===== config.mk =====
export PLATFORM = sky130hd
export DESIGN_NAME = memory_transfer_instr_exec
export DESIGN_NICKNAME = d
export VERILOG_FILES = /design/src/rtl/xfer_pkg.sv /design/src/rtl/decode_if.sv /design/src/rtl/xfer_decode.sv /design/src/rtl/memory_transfer_instr_exec.sv
export SDC_FILE = /design/constraint.sdc
export NUM_CORES = 1
export LEC_CHECK = 0
export ABC_AREA = 1
export BUFFER_PORTS_ARGS = -buffer_cell sky130_fd_sc_hd__buf_2
export CAP_MARGIN = 0
export CORE_MARGIN = 10
export CORE_UTILIZATION = 50
export DETAILED_ROUTE_END_ITERATION = 7
export GPL_TIMING_DRIVEN = 0
export PLACE_DENSITY = 0.83
export SLEW_MARGIN = 10
export SYNTH_ARGS = -nofsm -noshare
export SYNTH_HDL_FRONTEND = slang
export SYNTH_SLANG_ARGS = --single-unit
export TNS_END_PERCENT = 10

===== constraint.sdc =====
create_clock -name clock -period 3.8 [get_ports clock]
set_clock_uncertainty 0.2 [all_clocks]
set_input_delay 0.76 -clock clock [delete_from_list [all_inputs] [get_ports clock]]
set_output_delay 0.76 -clock clock [all_outputs]
set_load 0.005 [all_outputs]

===== src/rtl/xfer_pkg.sv =====
// constants and types for the memory transfer instruction group
// assumes: one 250 MHz clock, working registers and memory reached by ports
package xfer_pkg;

	// opcodes of the group
	localparam logic [7:0] OPC_PROG_CONST_LOAD    = 8'hC2;
	localparam logic [7:0] OPC_PROG_CONST_STORE   = 8'hD2;
	localparam logic [7:0] OPC_PROG_AUTOINC_LOAD  = 8'hC3;
	localparam logic [7:0] OPC_PROG_AUTOINC_STORE = 8'hD3;
	localparam logic [7:0] OPC_EXT_LOAD           = 8'h82;
	localparam logic [7:0] OPC_EXT_STORE          = 8'h92;
	localparam logic [7:0] OPC_EXT_AUTOINC_LOAD   = 8'h83;
	localparam logic [7:0] OPC_EXT_AUTOINC_STORE  = 8'h93;
	localparam logic [7:0] OPC_NO_OPERATION       = 8'hFF;

	// instruction lengths in clock cycles
	localparam logic [4:0] CYC_PROG_CONST = 5'h0C;
	localparam logic [4:0] CYC_AUTOINC    = 5'h12;
	localparam logic [4:0] CYC_EXT        = 5'h0C;
	localparam logic [4:0] CYC_NOP        = 5'h06;

	// step numbers within an instruction
	localparam logic [4:0] STEP_PAIR_HI  = 5'h00;
	localparam logic [4:0] STEP_PAIR_LO  = 5'h01;
	localparam logic [4:0] STEP_SINGLE   = 5'h02;
	localparam logic [4:0] STEP_FETCH_RF = 5'h03;
	localparam logic [4:0] STEP_MEM      = 5'h04;
	localparam logic [4:0] STEP_CAPTURE  = 5'h05;
	localparam logic [4:0] STEP_DEST     = 5'h06;
	localparam logic [4:0] STEP_PTR_WB   = 5'h07;
	localparam logic [4:0] STEP_LO_WB    = 5'h08;
	localparam logic [4:0] STEP_HI_WB    = 5'h09;

	// memory spaces on the memory port
	localparam logic SPACE_PROG = 1'b0;
	localparam logic SPACE_DATA = 1'b1;

	typedef enum logic [1:0] {
		KIND_NOP     = 2'b00,
		KIND_SINGLE  = 2'b01,
		KIND_AUTOINC = 2'b10
	} kind_e;

	typedef enum logic {
		RUN_IDLE = 1'b0,
		RUN_BUSY = 1'b1
	} run_e;

endpackage : xfer_pkg


===== src/rtl/decode_if.sv =====
// decoded instruction fields passed from the decoder to the sequencer
// assumes: driven combinationally within the one clock domain
`timescale 1ns/1ns
`default_nettype none
interface decode_if;
	logic [7:0]          opcode;
	logic [7:0]          operand;
	logic                has_ext_prog;
	logic                has_ext_data;
	logic                known;
	logic                supported;
	xfer_pkg::kind_e     kind;
	logic                store;
	logic                space;
	logic [3:0]          single;
	logic [3:0]          pair;
	logic [4:0]          last;

	modport decoder (input opcode, operand, has_ext_prog, has_ext_data,
		output known, supported, kind, store, space, single, pair, last);
	modport sequencer (output opcode, operand, has_ext_prog, has_ext_data,
		input known, supported, kind, store, space, single, pair, last);
endinterface : decode_if
`default_nettype wire


===== src/rtl/xfer_decode.sv =====
// opcode and operand decoder for the memory transfer group
// assumes: purely combinational, fed from the sequencer's issue port
`timescale 1ns/1ns
`default_nettype none
module xfer_decode (
	// decoded fields
	decode_if.decoder dec
);
	logic [4:0] length;

	always_comb begin
		dec.known = 1'b1;
		dec.kind  = xfer_pkg::KIND_SINGLE;
		dec.store = 1'b0;
		dec.space = xfer_pkg::SPACE_PROG;
		length    = xfer_pkg::CYC_PROG_CONST;
		unique case (dec.opcode)
			xfer_pkg::OPC_PROG_CONST_LOAD: begin
			end
			xfer_pkg::OPC_PROG_CONST_STORE: begin
				dec.store = 1'b1;
			end
			xfer_pkg::OPC_PROG_AUTOINC_LOAD: begin
				dec.kind = xfer_pkg::KIND_AUTOINC;
				length   = xfer_pkg::CYC_AUTOINC;
			end
			xfer_pkg::OPC_PROG_AUTOINC_STORE: begin
				dec.kind  = xfer_pkg::KIND_AUTOINC;
				dec.store = 1'b1;
				length    = xfer_pkg::CYC_AUTOINC;
			end
			xfer_pkg::OPC_EXT_LOAD: begin
				dec.space = xfer_pkg::SPACE_DATA;
				length    = xfer_pkg::CYC_EXT;
			end
			xfer_pkg::OPC_EXT_STORE: begin
				dec.space = xfer_pkg::SPACE_DATA;
				dec.store = 1'b1;
				length    = xfer_pkg::CYC_EXT;
			end
			xfer_pkg::OPC_EXT_AUTOINC_LOAD: begin
				dec.kind  = xfer_pkg::KIND_AUTOINC;
				dec.space = xfer_pkg::SPACE_DATA;
				length    = xfer_pkg::CYC_AUTOINC;
			end
			xfer_pkg::OPC_EXT_AUTOINC_STORE: begin
				dec.kind  = xfer_pkg::KIND_AUTOINC;
				dec.space = xfer_pkg::SPACE_DATA;
				dec.store = 1'b1;
				length    = xfer_pkg::CYC_AUTOINC;
			end
			xfer_pkg::OPC_NO_OPERATION: begin
				dec.kind = xfer_pkg::KIND_NOP;
				length   = xfer_pkg::CYC_NOP;
			end
			default: begin
				dec.known = 1'b0;
			end
		endcase
		dec.last = 5'(length - 5'h01);
	end

	// program store needs external program space, data forms external data
	assign dec.supported = dec.known
		&& !(dec.kind != xfer_pkg::KIND_NOP && dec.space == xfer_pkg::SPACE_PROG
			&& dec.store && !dec.has_ext_prog)
		&& !(dec.kind != xfer_pkg::KIND_NOP && dec.space == xfer_pkg::SPACE_DATA
			&& !dec.has_ext_data);

	// single register in high nibble, pair in low nibble, both directions
	assign dec.single = dec.operand[7:4];
	assign dec.pair   = dec.operand[3:0];

endmodule : xfer_decode
`default_nettype wire


===== src/rtl/memory_transfer_instr_exec.sv =====
// sequencer for program-memory and external-data transfers and no-operation
// assumes: same-clock issue logic, register reads answer in the same cycle,
// memory read data valid one cycle after the read strobe
//
// Function
// - constant store writes named register byte to program address in pair
// - program store allowed only when external program space exists
// - program autoincrement transfers take 18 cycles, C3 load, D3 store
// - autoincrement adds one to register pointer and to pair address
// - external single transfers take 12 cycles, 82 load, 92 store
// - external autoincrement transfers take 18 cycles, 83 load, 93 store
// - external data forms allowed only when external data space exists
// - source never written, flags never touched
// - FF does nothing for 6 cycles and strobes no port
`timescale 1ns/1ns
`default_nettype none
module memory_transfer_instr_exec (
	// clock and reset
	input  wire logic        clock,
	input  wire logic        rst_n,
	input  wire logic        ce,
	// device variant
	input  wire logic        has_ext_prog,
	input  wire logic        has_ext_data,
	// instruction issue
	input  wire logic        start,
	input  wire logic [7:0]  opcode,
	input  wire logic [7:0]  operand,
	output logic             ready,
	output logic             refused,
	output logic             instr_done,
	// working registers
	output logic [3:0]       work_addr,
	input  wire logic [7:0]  work_rdata,
	output logic             work_wr,
	output logic [7:0]       work_wdata,
	// register file
	output logic [7:0]       rf_addr,
	input  wire logic [7:0]  rf_rdata,
	output logic             rf_wr,
	output logic [7:0]       rf_wdata,
	// program and external data memory
	output logic             mem_space,
	output logic [15:0]      mem_addr,
	output logic             mem_rd,
	output logic             mem_wr,
	output logic [7:0]       mem_wdata,
	input  wire logic [7:0]  mem_rdata
);
	typedef struct packed {
		xfer_pkg::run_e  run;
		logic [4:0]      step;
		logic [4:0]      last;
		xfer_pkg::kind_e kind;
		logic [7:0]      opcode;
		logic            store;
		logic            space;
		logic [3:0]      single;
		logic [3:0]      pair;
		logic [15:0]     addr;
		logic [7:0]      ptr;
		logic [7:0]      data;
	} state_s;

	state_s   s;
	state_s   next_s;
	decode_if dec ();

	assign dec.opcode       = opcode;
	assign dec.operand      = operand;
	assign dec.has_ext_prog = has_ext_prog;
	assign dec.has_ext_data = has_ext_data;

	xfer_decode u_decode (
		.dec (dec)
	);

	logic busy;
	logic accept;
	logic autoinc;
	logic active;

	assign busy       = s.run == xfer_pkg::RUN_BUSY;
	assign ready      = !busy;
	assign accept     = start && !busy && dec.supported;
	assign refused    = start && !busy && !dec.supported;
	assign instr_done = busy && s.step == s.last;
	assign autoinc    = s.kind == xfer_pkg::KIND_AUTOINC;
	assign active     = busy && s.kind != xfer_pkg::KIND_NOP;

	// pair high byte sits in the even register of the pair
	always_comb begin
		work_addr  = s.single;
		work_wr    = 1'b0;
		work_wdata = s.data;
		rf_addr    = s.ptr;
		rf_wr      = 1'b0;
		rf_wdata   = s.data;
		mem_rd     = 1'b0;
		mem_wr     = 1'b0;
		if (active) begin
			unique case (s.step)
				xfer_pkg::STEP_PAIR_HI: work_addr = {s.pair[3:1], 1'b0};
				xfer_pkg::STEP_PAIR_LO: work_addr = {s.pair[3:1], 1'b1};
				xfer_pkg::STEP_MEM: begin
					mem_rd = !s.store;
					mem_wr = s.store;
				end
				xfer_pkg::STEP_DEST: begin
					// only the destination is written
					work_wr = !s.store && !autoinc;
					rf_wr   = !s.store && autoinc;
				end
				xfer_pkg::STEP_PTR_WB: begin
					work_wr    = autoinc;
					work_wdata = s.ptr;
				end
				xfer_pkg::STEP_LO_WB: begin
					work_addr  = {s.pair[3:1], 1'b1};
					work_wr    = autoinc;
					work_wdata = s.addr[7:0];
				end
				xfer_pkg::STEP_HI_WB: begin
					work_addr  = {s.pair[3:1], 1'b0};
					work_wr    = autoinc;
					work_wdata = s.addr[15:8];
				end
				default: begin
				end
			endcase
		end
	end

	assign mem_space = s.space;
	assign mem_addr  = s.addr;
	assign mem_wdata = s.data;

	always_comb begin
		next_s = s;
		if (accept) begin
			next_s.run    = xfer_pkg::RUN_BUSY;
			next_s.step   = 5'h00;
			next_s.last   = dec.last;
			next_s.kind   = dec.kind;
			next_s.opcode = opcode;
			next_s.store  = dec.store;
			next_s.space  = dec.space;
			next_s.single = dec.single;
			next_s.pair   = dec.pair;
		end else if (busy) begin
			next_s.step = 5'(s.step + 5'h01);
			if (instr_done) begin
				next_s.run = xfer_pkg::RUN_IDLE;
			end
			if (active) begin
				unique case (s.step)
					xfer_pkg::STEP_PAIR_HI: next_s.addr[15:8] = work_rdata;
					xfer_pkg::STEP_PAIR_LO: next_s.addr[7:0] = work_rdata;
					xfer_pkg::STEP_SINGLE: begin
						if (autoinc) begin
							next_s.ptr = work_rdata;
						end else if (s.store) begin
							next_s.data = work_rdata;
						end
					end
					xfer_pkg::STEP_FETCH_RF: begin
						if (autoinc && s.store) begin
							next_s.data = rf_rdata;
						end
					end
					xfer_pkg::STEP_CAPTURE: begin
						if (!s.store) begin
							next_s.data = mem_rdata;
						end
					end
					xfer_pkg::STEP_DEST: begin
						// both pointers advance whatever the direction
						if (autoinc) begin
							next_s.ptr  = 8'(s.ptr + 8'h01);
							next_s.addr = 16'(s.addr + 16'h0001);
						end
					end
					default: begin
					end
				endcase
			end
		end
	end

	// low clock enable freezes the whole sequence
	always_ff @(posedge clock or negedge rst_n) begin
		if (!rst_n) begin
			s <= '0;
		end else if (ce) begin
			s <= next_s;
		end
	end

	pair_field_a: assert property (@(posedge clock) disable iff (!rst_n)
		accept && ce |=> s.pair == $past(operand[3:0]) && s.single == $past(operand[7:4]))
		else $error("register fields taken from wrong nibbles");

	const_store_a: assert property (@(posedge clock) disable iff (!rst_n)
		busy && s.opcode == 8'hD2 && s.step == 5'h04 |->
		mem_wr && mem_space == 1'b0 && !work_wr && !rf_wr)
		else $error("program store strobe missing");

	prog_gate_a: assert property (@(posedge clock) disable iff (!rst_n)
		mem_wr && mem_space == 1'b0 |-> has_ext_prog)
		else $error("program store without external program space");

	prog_auto_len_a: assert property (@(posedge clock) disable iff (!rst_n)
		instr_done && (s.opcode == xfer_pkg::OPC_PROG_AUTOINC_LOAD
			|| s.opcode == xfer_pkg::OPC_PROG_AUTOINC_STORE)
		|-> s.step == 5'(xfer_pkg::CYC_AUTOINC - 5'h01))
		else $error("program autoincrement not 18 cycles");

	ptr_step_a: assert property (@(posedge clock) disable iff (!rst_n)
		busy && autoinc && s.step == xfer_pkg::STEP_PTR_WB && $past(ce) |->
		work_wr && work_wdata == 8'($past(s.ptr) + 8'h01))
		else $error("register pointer not advanced by one");

	pair_step_a: assert property (@(posedge clock) disable iff (!rst_n)
		busy && autoinc && s.step == xfer_pkg::STEP_HI_WB
		&& $past(s.step, 3) == xfer_pkg::STEP_DEST |->
		work_wr && s.addr == 16'($past(s.addr, 3) + 16'h0001))
		else $error("pair address not advanced by one");

	ext_len_a: assert property (@(posedge clock) disable iff (!rst_n)
		instr_done && (s.opcode == xfer_pkg::OPC_EXT_LOAD || s.opcode == xfer_pkg::OPC_EXT_STORE)
		|-> s.step == 5'(xfer_pkg::CYC_EXT - 5'h01))
		else $error("external transfer not 12 cycles");

	ext_auto_len_a: assert property (@(posedge clock) disable iff (!rst_n)
		instr_done && (s.opcode == xfer_pkg::OPC_EXT_AUTOINC_LOAD
			|| s.opcode == xfer_pkg::OPC_EXT_AUTOINC_STORE)
		|-> s.step == 5'(xfer_pkg::CYC_AUTOINC - 5'h01))
		else $error("external autoincrement not 18 cycles");

	ext_gate_a: assert property (@(posedge clock) disable iff (!rst_n)
		(mem_rd || mem_wr) && mem_space == 1'b1 |-> has_ext_data)
		else $error("external data access without external data space");

	src_kept_a: assert property (@(posedge clock) disable iff (!rst_n)
		busy && s.store |-> !rf_wr && !(work_wr && s.step < 5'h07))
		else $error("store wrote its source");

	nop_quiet_a: assert property (@(posedge clock) disable iff (!rst_n)
		busy && s.opcode == xfer_pkg::OPC_NO_OPERATION |->
		!work_wr && !rf_wr && !mem_rd && !mem_wr
		&& instr_done == (s.step == 5'(xfer_pkg::CYC_NOP - 5'h01)))
		else $error("no-operation not quiet for 6 cycles");

endmodule : memory_transfer_instr_exec
`default_nettype wire


Yosys cells after proc, flatten, opt, wreduce, memory -nomap -nowiden
Index checks and enable logic that the tools add are counted.
{"block": "totals", "ff_bits": 55, "inputBits": 46, "output_inout_bits": 60}
{"block": "op_classes", "add_sub_neg": 4, "bitwise_logic": 2, "eq_ne": 26, "reduce_logical": 44, "muxes": 30}
{"op": "== test 8 bit (second input constant)", "count": 9}
{"op": "2-to-1 mux 8 bit", "count": 6}
{"op": "one-hot mux 8 bit (2 select lines)", "count": 3}
{"op": "one-hot mux 8 bit (3 select lines)", "count": 2}
{"op": "2-to-1 mux 24 bit", "count": 1}
{"op": "== test 5 x 3 -> 1 bit (second input constant)", "count": 4}
{"op": "adder 16 x 1 -> 16 bit (second input constant)", "count": 1}
{"op": "logical AND 1 bit", "count": 15}
{"op": "2-to-1 mux 6 bit", "count": 2}
{"op": "inequality test 2 bit (second input constant)", "count": 6}
{"op": "AND reduction 6 bit", "count": 2}
{"op": "nonzero test 2 bit", "count": 6}
{"op": "OR reduction 4 bit", "count": 3}
{"op": "2-to-1 mux 1 bit", "count": 11}
{"op": "== test 5 x 2 -> 1 bit (second input constant)", "count": 2}
{"op": "== test 5 x 4 -> 1 bit (second input constant)", "count": 2}
{"op": "one-hot mux 5 bit (2 select lines)", "count": 1}
{"op": "AND reduction 9 bit", "count": 1}
{"op": "OR reduction 9 bit", "count": 1}
{"op": "adder 8 x 1 -> 8 bit (second input constant)", "count": 1}
{"op": "zero test 1 bit", "count": 8}
{"op": "one-hot mux 4 bit (2 select lines)", "count": 1}
{"op": "AND reduction 7 bit", "count": 1}
{"op": "adder 5 x 1 -> 5 bit (second input constant)", "count": 1}
{"op": "13 further kinds", "count": 16}

Longest topological paths before layout
{"block": "depth", "word_depth": 13, "mapped_depth": 13, "ltp_nobuf": 12}

Modules after synthesis
From an unflattened synthesis, not the netlist that was laid out.
{"block": "hier_totals", "hier_cells": 615, "area_unflattened_um2": 4231.6}
{"module": "memory_transfer_instr_exec", "instances": 1, "seq_area_each_um2": 1351.3, "area_each_um2": 4020.1, "cells_per_inst": 575}
{"module": "xfer_decode", "instances": 1, "seq_area_each_um2": 0.0, "area_each_um2": 211.5, "cells_per_inst": 40}

Least setup slack after synthesis
OpenSTA, ideal clock, no wires.
{"block": "synth_path", "path_kind": "register -> output", "startpoint": "reg s[57] (netlist bit)", "endpoint": "out work_wdata[0]", "n_path_buf": 1, "arrival_ns": 1.530, "t_required_ns": 2.840, "stages_incl_launch_ff": 13, "setup_slack_ns": 1.310, "cell_sequence": "dfrtp_1 inv_1 ha_1 inv_1 nor2_4 nand2_1 inv_2 nor2_2 nand2_2 nand2_2 inv_4 buf_6 a21oi_1"}
{"block": "synth_between", "elab_chain_len": 3, "word_cells_on_any_way": 5, "cone_classes": "3 x eq/ne; 2 x mux"}
{"item": "start: declaration", "line": "memory_transfer_instr_exec.sv:65", "source": "state_s s;"}
{"item": "start signal: assignment", "line": "memory_transfer_instr_exec.sv:195", "source": "s <= next_s;"}
{"item": "== test 5 x 4 -> 1 bit or == test 5 x 3 -> 1 bit (tied branches)", "line": "memory_transfer_instr_exec.sv:102", "source": "unique case (s.step)"}
{"item": "one-hot mux 8 bit (3 select lines) *", "line": "memory_transfer_instr_exec.sv:102"}
{"item": "2-to-1 mux 8 bit *", "line": "memory_transfer_instr_exec.sv:101", "source": "if (active) begin"}
{"item": "end: declaration", "line": "memory_transfer_instr_exec.sv:36", "source": "output logic [7:0] work_wdata,"}
Mark *: on every way between the ends. The rest lies on a longest branch, timed or not.

Worst setup path after layout
{"block": "layout_path", "startpoint": "reg s[57] (netlist bit)", "endpoint": "out work_wdata[3]"}
Same word-level chain as after synthesis.

==> flow_summary.rst <==
.. list-table::
   :header-rows: 1

   * - Metric
     - Value
   * - Clock buffer count from CTS
     - 5
   * - Wire length per cell after detailed routing
     - roughly 15 um
   * - Sum of negative setup slack
     - 0 ps
   * - Synthesized Nets
     - about 640
   * - Die Footprint
     - 12,300 um2
   * - Synth-to-Final Area Change
     - 18.0%
   * - Cell Area, Placed
     - approximately 4800 um2
   * - Overall Global Routing Usage
     - 19.3%
   * - Category of the worst setup path capture point
     - output pin
   * - VDD IR max
     - 0.179 mV
   * - Drt pass-1 iters
     - 5
   * - Most frequent cells in the layout
     - sky130_fd_sc_hd__nand2_1 (192), sky130_fd_sc_hd__buf_2 (108), sky130_fd_sc_hd__dfrtp_1 (51), sky130_fd_sc_hd__nand3_1 (50), sky130_fd_sc_hd__inv_1 (49)
   * - I/O pins
     - 106
   * - Final-report setup violation count
     - 0
   * - Remaining design rule violation count
     - 0
   * - X dimension of the die
     - 111 um
   * - Tot Pwr
     - 1.51 mW
   * - WS Path Type
     - flop to output pin
   * - Diodes inserted
     - 0
   * - Largest net degree at the start of global routing
     - between 50 and 60
   * - Static Leak
     - 2.69 nW
   * - Drt first-iter violations
     - 305
   * - Max frequency
     - 309 MHz
   * - Quantity of I/O buffers inserted on ports
     - 104
   * - Data arrival at the endpoint of the critical path
     - approximately 2300 ps
   * - Clock slew at reported path FFs
     - 100 ps
   * - Number of antenna violations at the first check in global routing
     - 0
   * - Share of layout cells above drive strength 1
     - 30.9%
   * - Unique cell type count in the Yosys netlist
     - 42
   * - Syn_area_per_cell
     - between 6 and 7 um2
   * - Synth area leader
     - sky130_fd_sc_hd__dfrtp_1
   * - Part of the Yosys area used for sequential elements
     - 30.9%
   * - Antenna Violating Nets Remaining
     - 0
   * - Hold Crit Class
     - input pin to async pin
   * - Total Routed Length
     - 12,300 um
   * - GP Congestion
     - between 1 and 1.5
   * - Count of max-cap constraint violations
     - 0
   * - Number of vias in the routed layout
     - roughly 4,200
   * - Status
     - completed
   * - Number of gates resized after CTS
     - 0
   * - Synthesized flop and latch total
     - 51
   * - Slew margin rel.
     - about 56%
   * - Count of final max-slew check failures
     - 0
   * - Most frequent standard cell in the layout excluding fill and tap cells
     - sky130_fd_sc_hd__nand2_1
   * - Filler Cell Count
     - ~800
   * - Placed cell count
     - 800
   * - Fraction of post-synthesis cell area in the top cell type by area
     - a little over 30%
   * - Slew of the pin with the lowest slew margin
     - 664 ps
   * - Unrepaired setup endpoints after global routing
     - false
   * - Final hold violation count
     - 0
   * - Synth warn
     - 0
   * - Post-route clock period utilization
     - between 80% and 90%
   * - Max Root-Sink Buffers
     - 2
   * - Netlist area before placement
     - a little over 4000 um2
   * - Top area cells in the synthesized netlist
     - sky130_fd_sc_hd__dfrtp_1 (31%), sky130_fd_sc_hd__nand2_1 (17%), sky130_fd_sc_hd__buf_4 (7.3%)
   * - Grt total ovfl
     - 0
   * - Hpwl dp
     - between 9000 and 10,000 um
   * - Category of the worst setup path launch point
     - flop
   * - First-pass GRT wire length
     - between 20,000 and 25,000 um
   * - Vias in the first global route
     - 4,170
   * - H-tree depth
     - 2
   * - Hold-fix buffers, CTS
     - 0
   * - Starting density of the core
     - between 50 and 60%
   * - Site row count
     - 33
   * - Power per Cell Area
     - 310 nW/um2
   * - Post CTS Setup Buffer Count
     - 0
   * - Number of nets in the finished design
     - 754
   * - Final cell area excluding filler cells
     - 4870 um2
   * - Data required time of the critical path
     - 2840 ps
   * - Number of sinks handled by clock tree synthesis
     - slightly above 50
   * - Critical path peak fanout
     - 10
   * - Post-Syn Instances
     - 591
   * - Vias/cell
     - ~5.2
   * - Die span in y
     - around 110 um
   * - CTS tree
     - done
   * - Source-to-sink clock delay at the later pin of the worst-skew pair
     - between 300 and 400 ps
   * - Crit path time final
     - 3230 ps
   * - Filler-free cell count of the finished design
     - 807
   * - Utilization after layout
     - 59.9%
   * - Standard cell core area
     - 8130 um2
   * - CTS root buffer
     - sky130_fd_sc_hd__clkbuf_8
## state kept, by name (all words and copies together), names as in the netlist
signal and count:
busy 1, mem_addr 16, mem_space 1, mem_wdata 8, rf_addr 8, s 17
## per-stage QoR
step | setup slack (ps) | hold WS [ps]
after detailed placement | 938 | 266
after floorplan | 1310 | 249
final | 567 | 275
after CTS | 593 | 291
after global routing | 394 | 312
after global placement | 993 | 262
## critical path, stage by stage, from the launching register on
cell and delay, ps:
sky130_fd_sc_hd__dfrtp_1 470, sky130_fd_sc_hd__inv_1 110, sky130_fd_sc_hd__ha_1 210, sky130_fd_sc_hd__inv_1 90, sky130_fd_sc_hd__nor2_4 50, sky130_fd_sc_hd__nand2_1 80, sky130_fd_sc_hd__inv_2 110, sky130_fd_sc_hd__nor2_2 140
sky130_fd_sc_hd__nand2_2 70, sky130_fd_sc_hd__nand2_2 90, sky130_fd_sc_hd__inv_4 60, sky130_fd_sc_hd__buf_6 140, sky130_fd_sc_hd__a21oi_1 190, sky130_fd_sc_hd__buf_2 150
## cells in the mapped netlist
master,n
sky130_fd_sc_hd__a21boi_1,3
sky130_fd_sc_hd__o31ai_1,1
sky130_fd_sc_hd__nand2_4,4
sky130_fd_sc_hd__buf_4,40
sky130_fd_sc_hd__xnor2_1,3
sky130_fd_sc_hd__o21ai_0,33
sky130_fd_sc_hd__nand3_4,2
sky130_fd_sc_hd__a21boi_2,1
sky130_fd_sc_hd__o21bai_1,1
sky130_fd_sc_hd__nor3_2,1
sky130_fd_sc_hd__nand3_1,50
sky130_fd_sc_hd__o21ai_1,5
sky130_fd_sc_hd__o21a_1,3
sky130_fd_sc_hd__inv_2,7
sky130_fd_sc_hd__buf_8,2
sky130_fd_sc_hd__nand3b_1,1
sky130_fd_sc_hd__nand4_1,14
sky130_fd_sc_hd__nor2_8,2
sky130_fd_sc_hd__a21oi_1,23
sky130_fd_sc_hd__o21ai_4,1
sky130_fd_sc_hd__nor2_4,5
sky130_fd_sc_hd__dfrtp_1,51
sky130_fd_sc_hd__nor2_1,35
sky130_fd_sc_hd__buf_2,5
sky130_fd_sc_hd__nand3_2,2
sky130_fd_sc_hd__nand2_1,192
sky130_fd_sc_hd__o21ai_2,4
sky130_fd_sc_hd__clkbuf_1,1
sky130_fd_sc_hd__ha_1,6
sky130_fd_sc_hd__nand2_8,1
sky130_fd_sc_hd__xor2_1,3
sky130_fd_sc_hd__a21oi_2,5
sky130_fd_sc_hd__inv_4,4
sky130_fd_sc_hd__nand2_2,7
sky130_fd_sc_hd__nor3_4,2
sky130_fd_sc_hd__nor3_1,7
sky130_fd_sc_hd__a31oi_1,2
sky130_fd_sc_hd__inv_1,49
sky130_fd_sc_hd__nor2_2,5
sky130_fd_sc_hd__o211ai_1,1
sky130_fd_sc_hd__or2_1,1
sky130_fd_sc_hd__buf_6,6
## cell families (layout without fill, tap and decap cells)
logic type	Yosys count	after routing	synth area share (%)
AND/OR/NAND/NOR	331	331	38.1
buffers and inverters	114	225	16.0
flip-flops	51	51	30.9
adder cells (fa/ha/maj)	6	6	1.82
AO/OA/AOI/OAI	83	83	11.9
XOR/XNOR	6	6	1.27
## power breakdown
group / internal (mW) / leakage, nW / switching [mW]
Clock: 0.144 / 0.0470 / 0.191
Combinational: 0.192 / 2.01 / 0.358
Sequential: 0.579 / 0.631 / 0.0456
Total: 0.914 / 2.69 / 0.594
## final cells by class
cell class,instances,area [um2],share of cell area (%)
Buffer,54,427,8.76
Clock buffer,6,82.6,1.69
Clock inverter,1,5.00,0.103
Inverter,60,235,4.83
Multi-Input combinational cell,426,2190,45.0
Sequential cell,51,1280,26.2
Tap cell,105,131,2.70
Timing Repair Buffer,104,523,10.7
## per-layer routing
layer / track usage [%] / vias up / wire (um)
li1: - / 2080 / -
met3: 4.11 / 26 / 956
met5: 0 / - / 0
met1: 22.1 / 1953 / 4810
met2: 34.9 / 171 / 6240
met4: 5.30 / 0 / 301
## final timing paths
path | start | end | slack (ps) | cells after the start
max | s[57]$_DFFE_PN0P_ | work_wdata[3] | 570 | 13
min | rst_n | mem_addr[12]$_DFFE_PN0P_ | 270 | 1
max reg2reg | s[57]$_DFFE_PN0P_ | rf_addr[4]$_DFFE_PN0P_ | 1520 | 10
min reg2reg | s[34]$_DFFE_PN0P_ | s[34]$_DFFE_PN0P_ | 290 | 2
max in group asynchronous | rst_n | s[60]$_DFFE_PN0P_ | 2690 | 1
min in group clock | s[34]$_DFFE_PN0P_ | s[34]$_DFFE_PN0P_ | 290 | 2
Power figures use the tool's default switching activity.
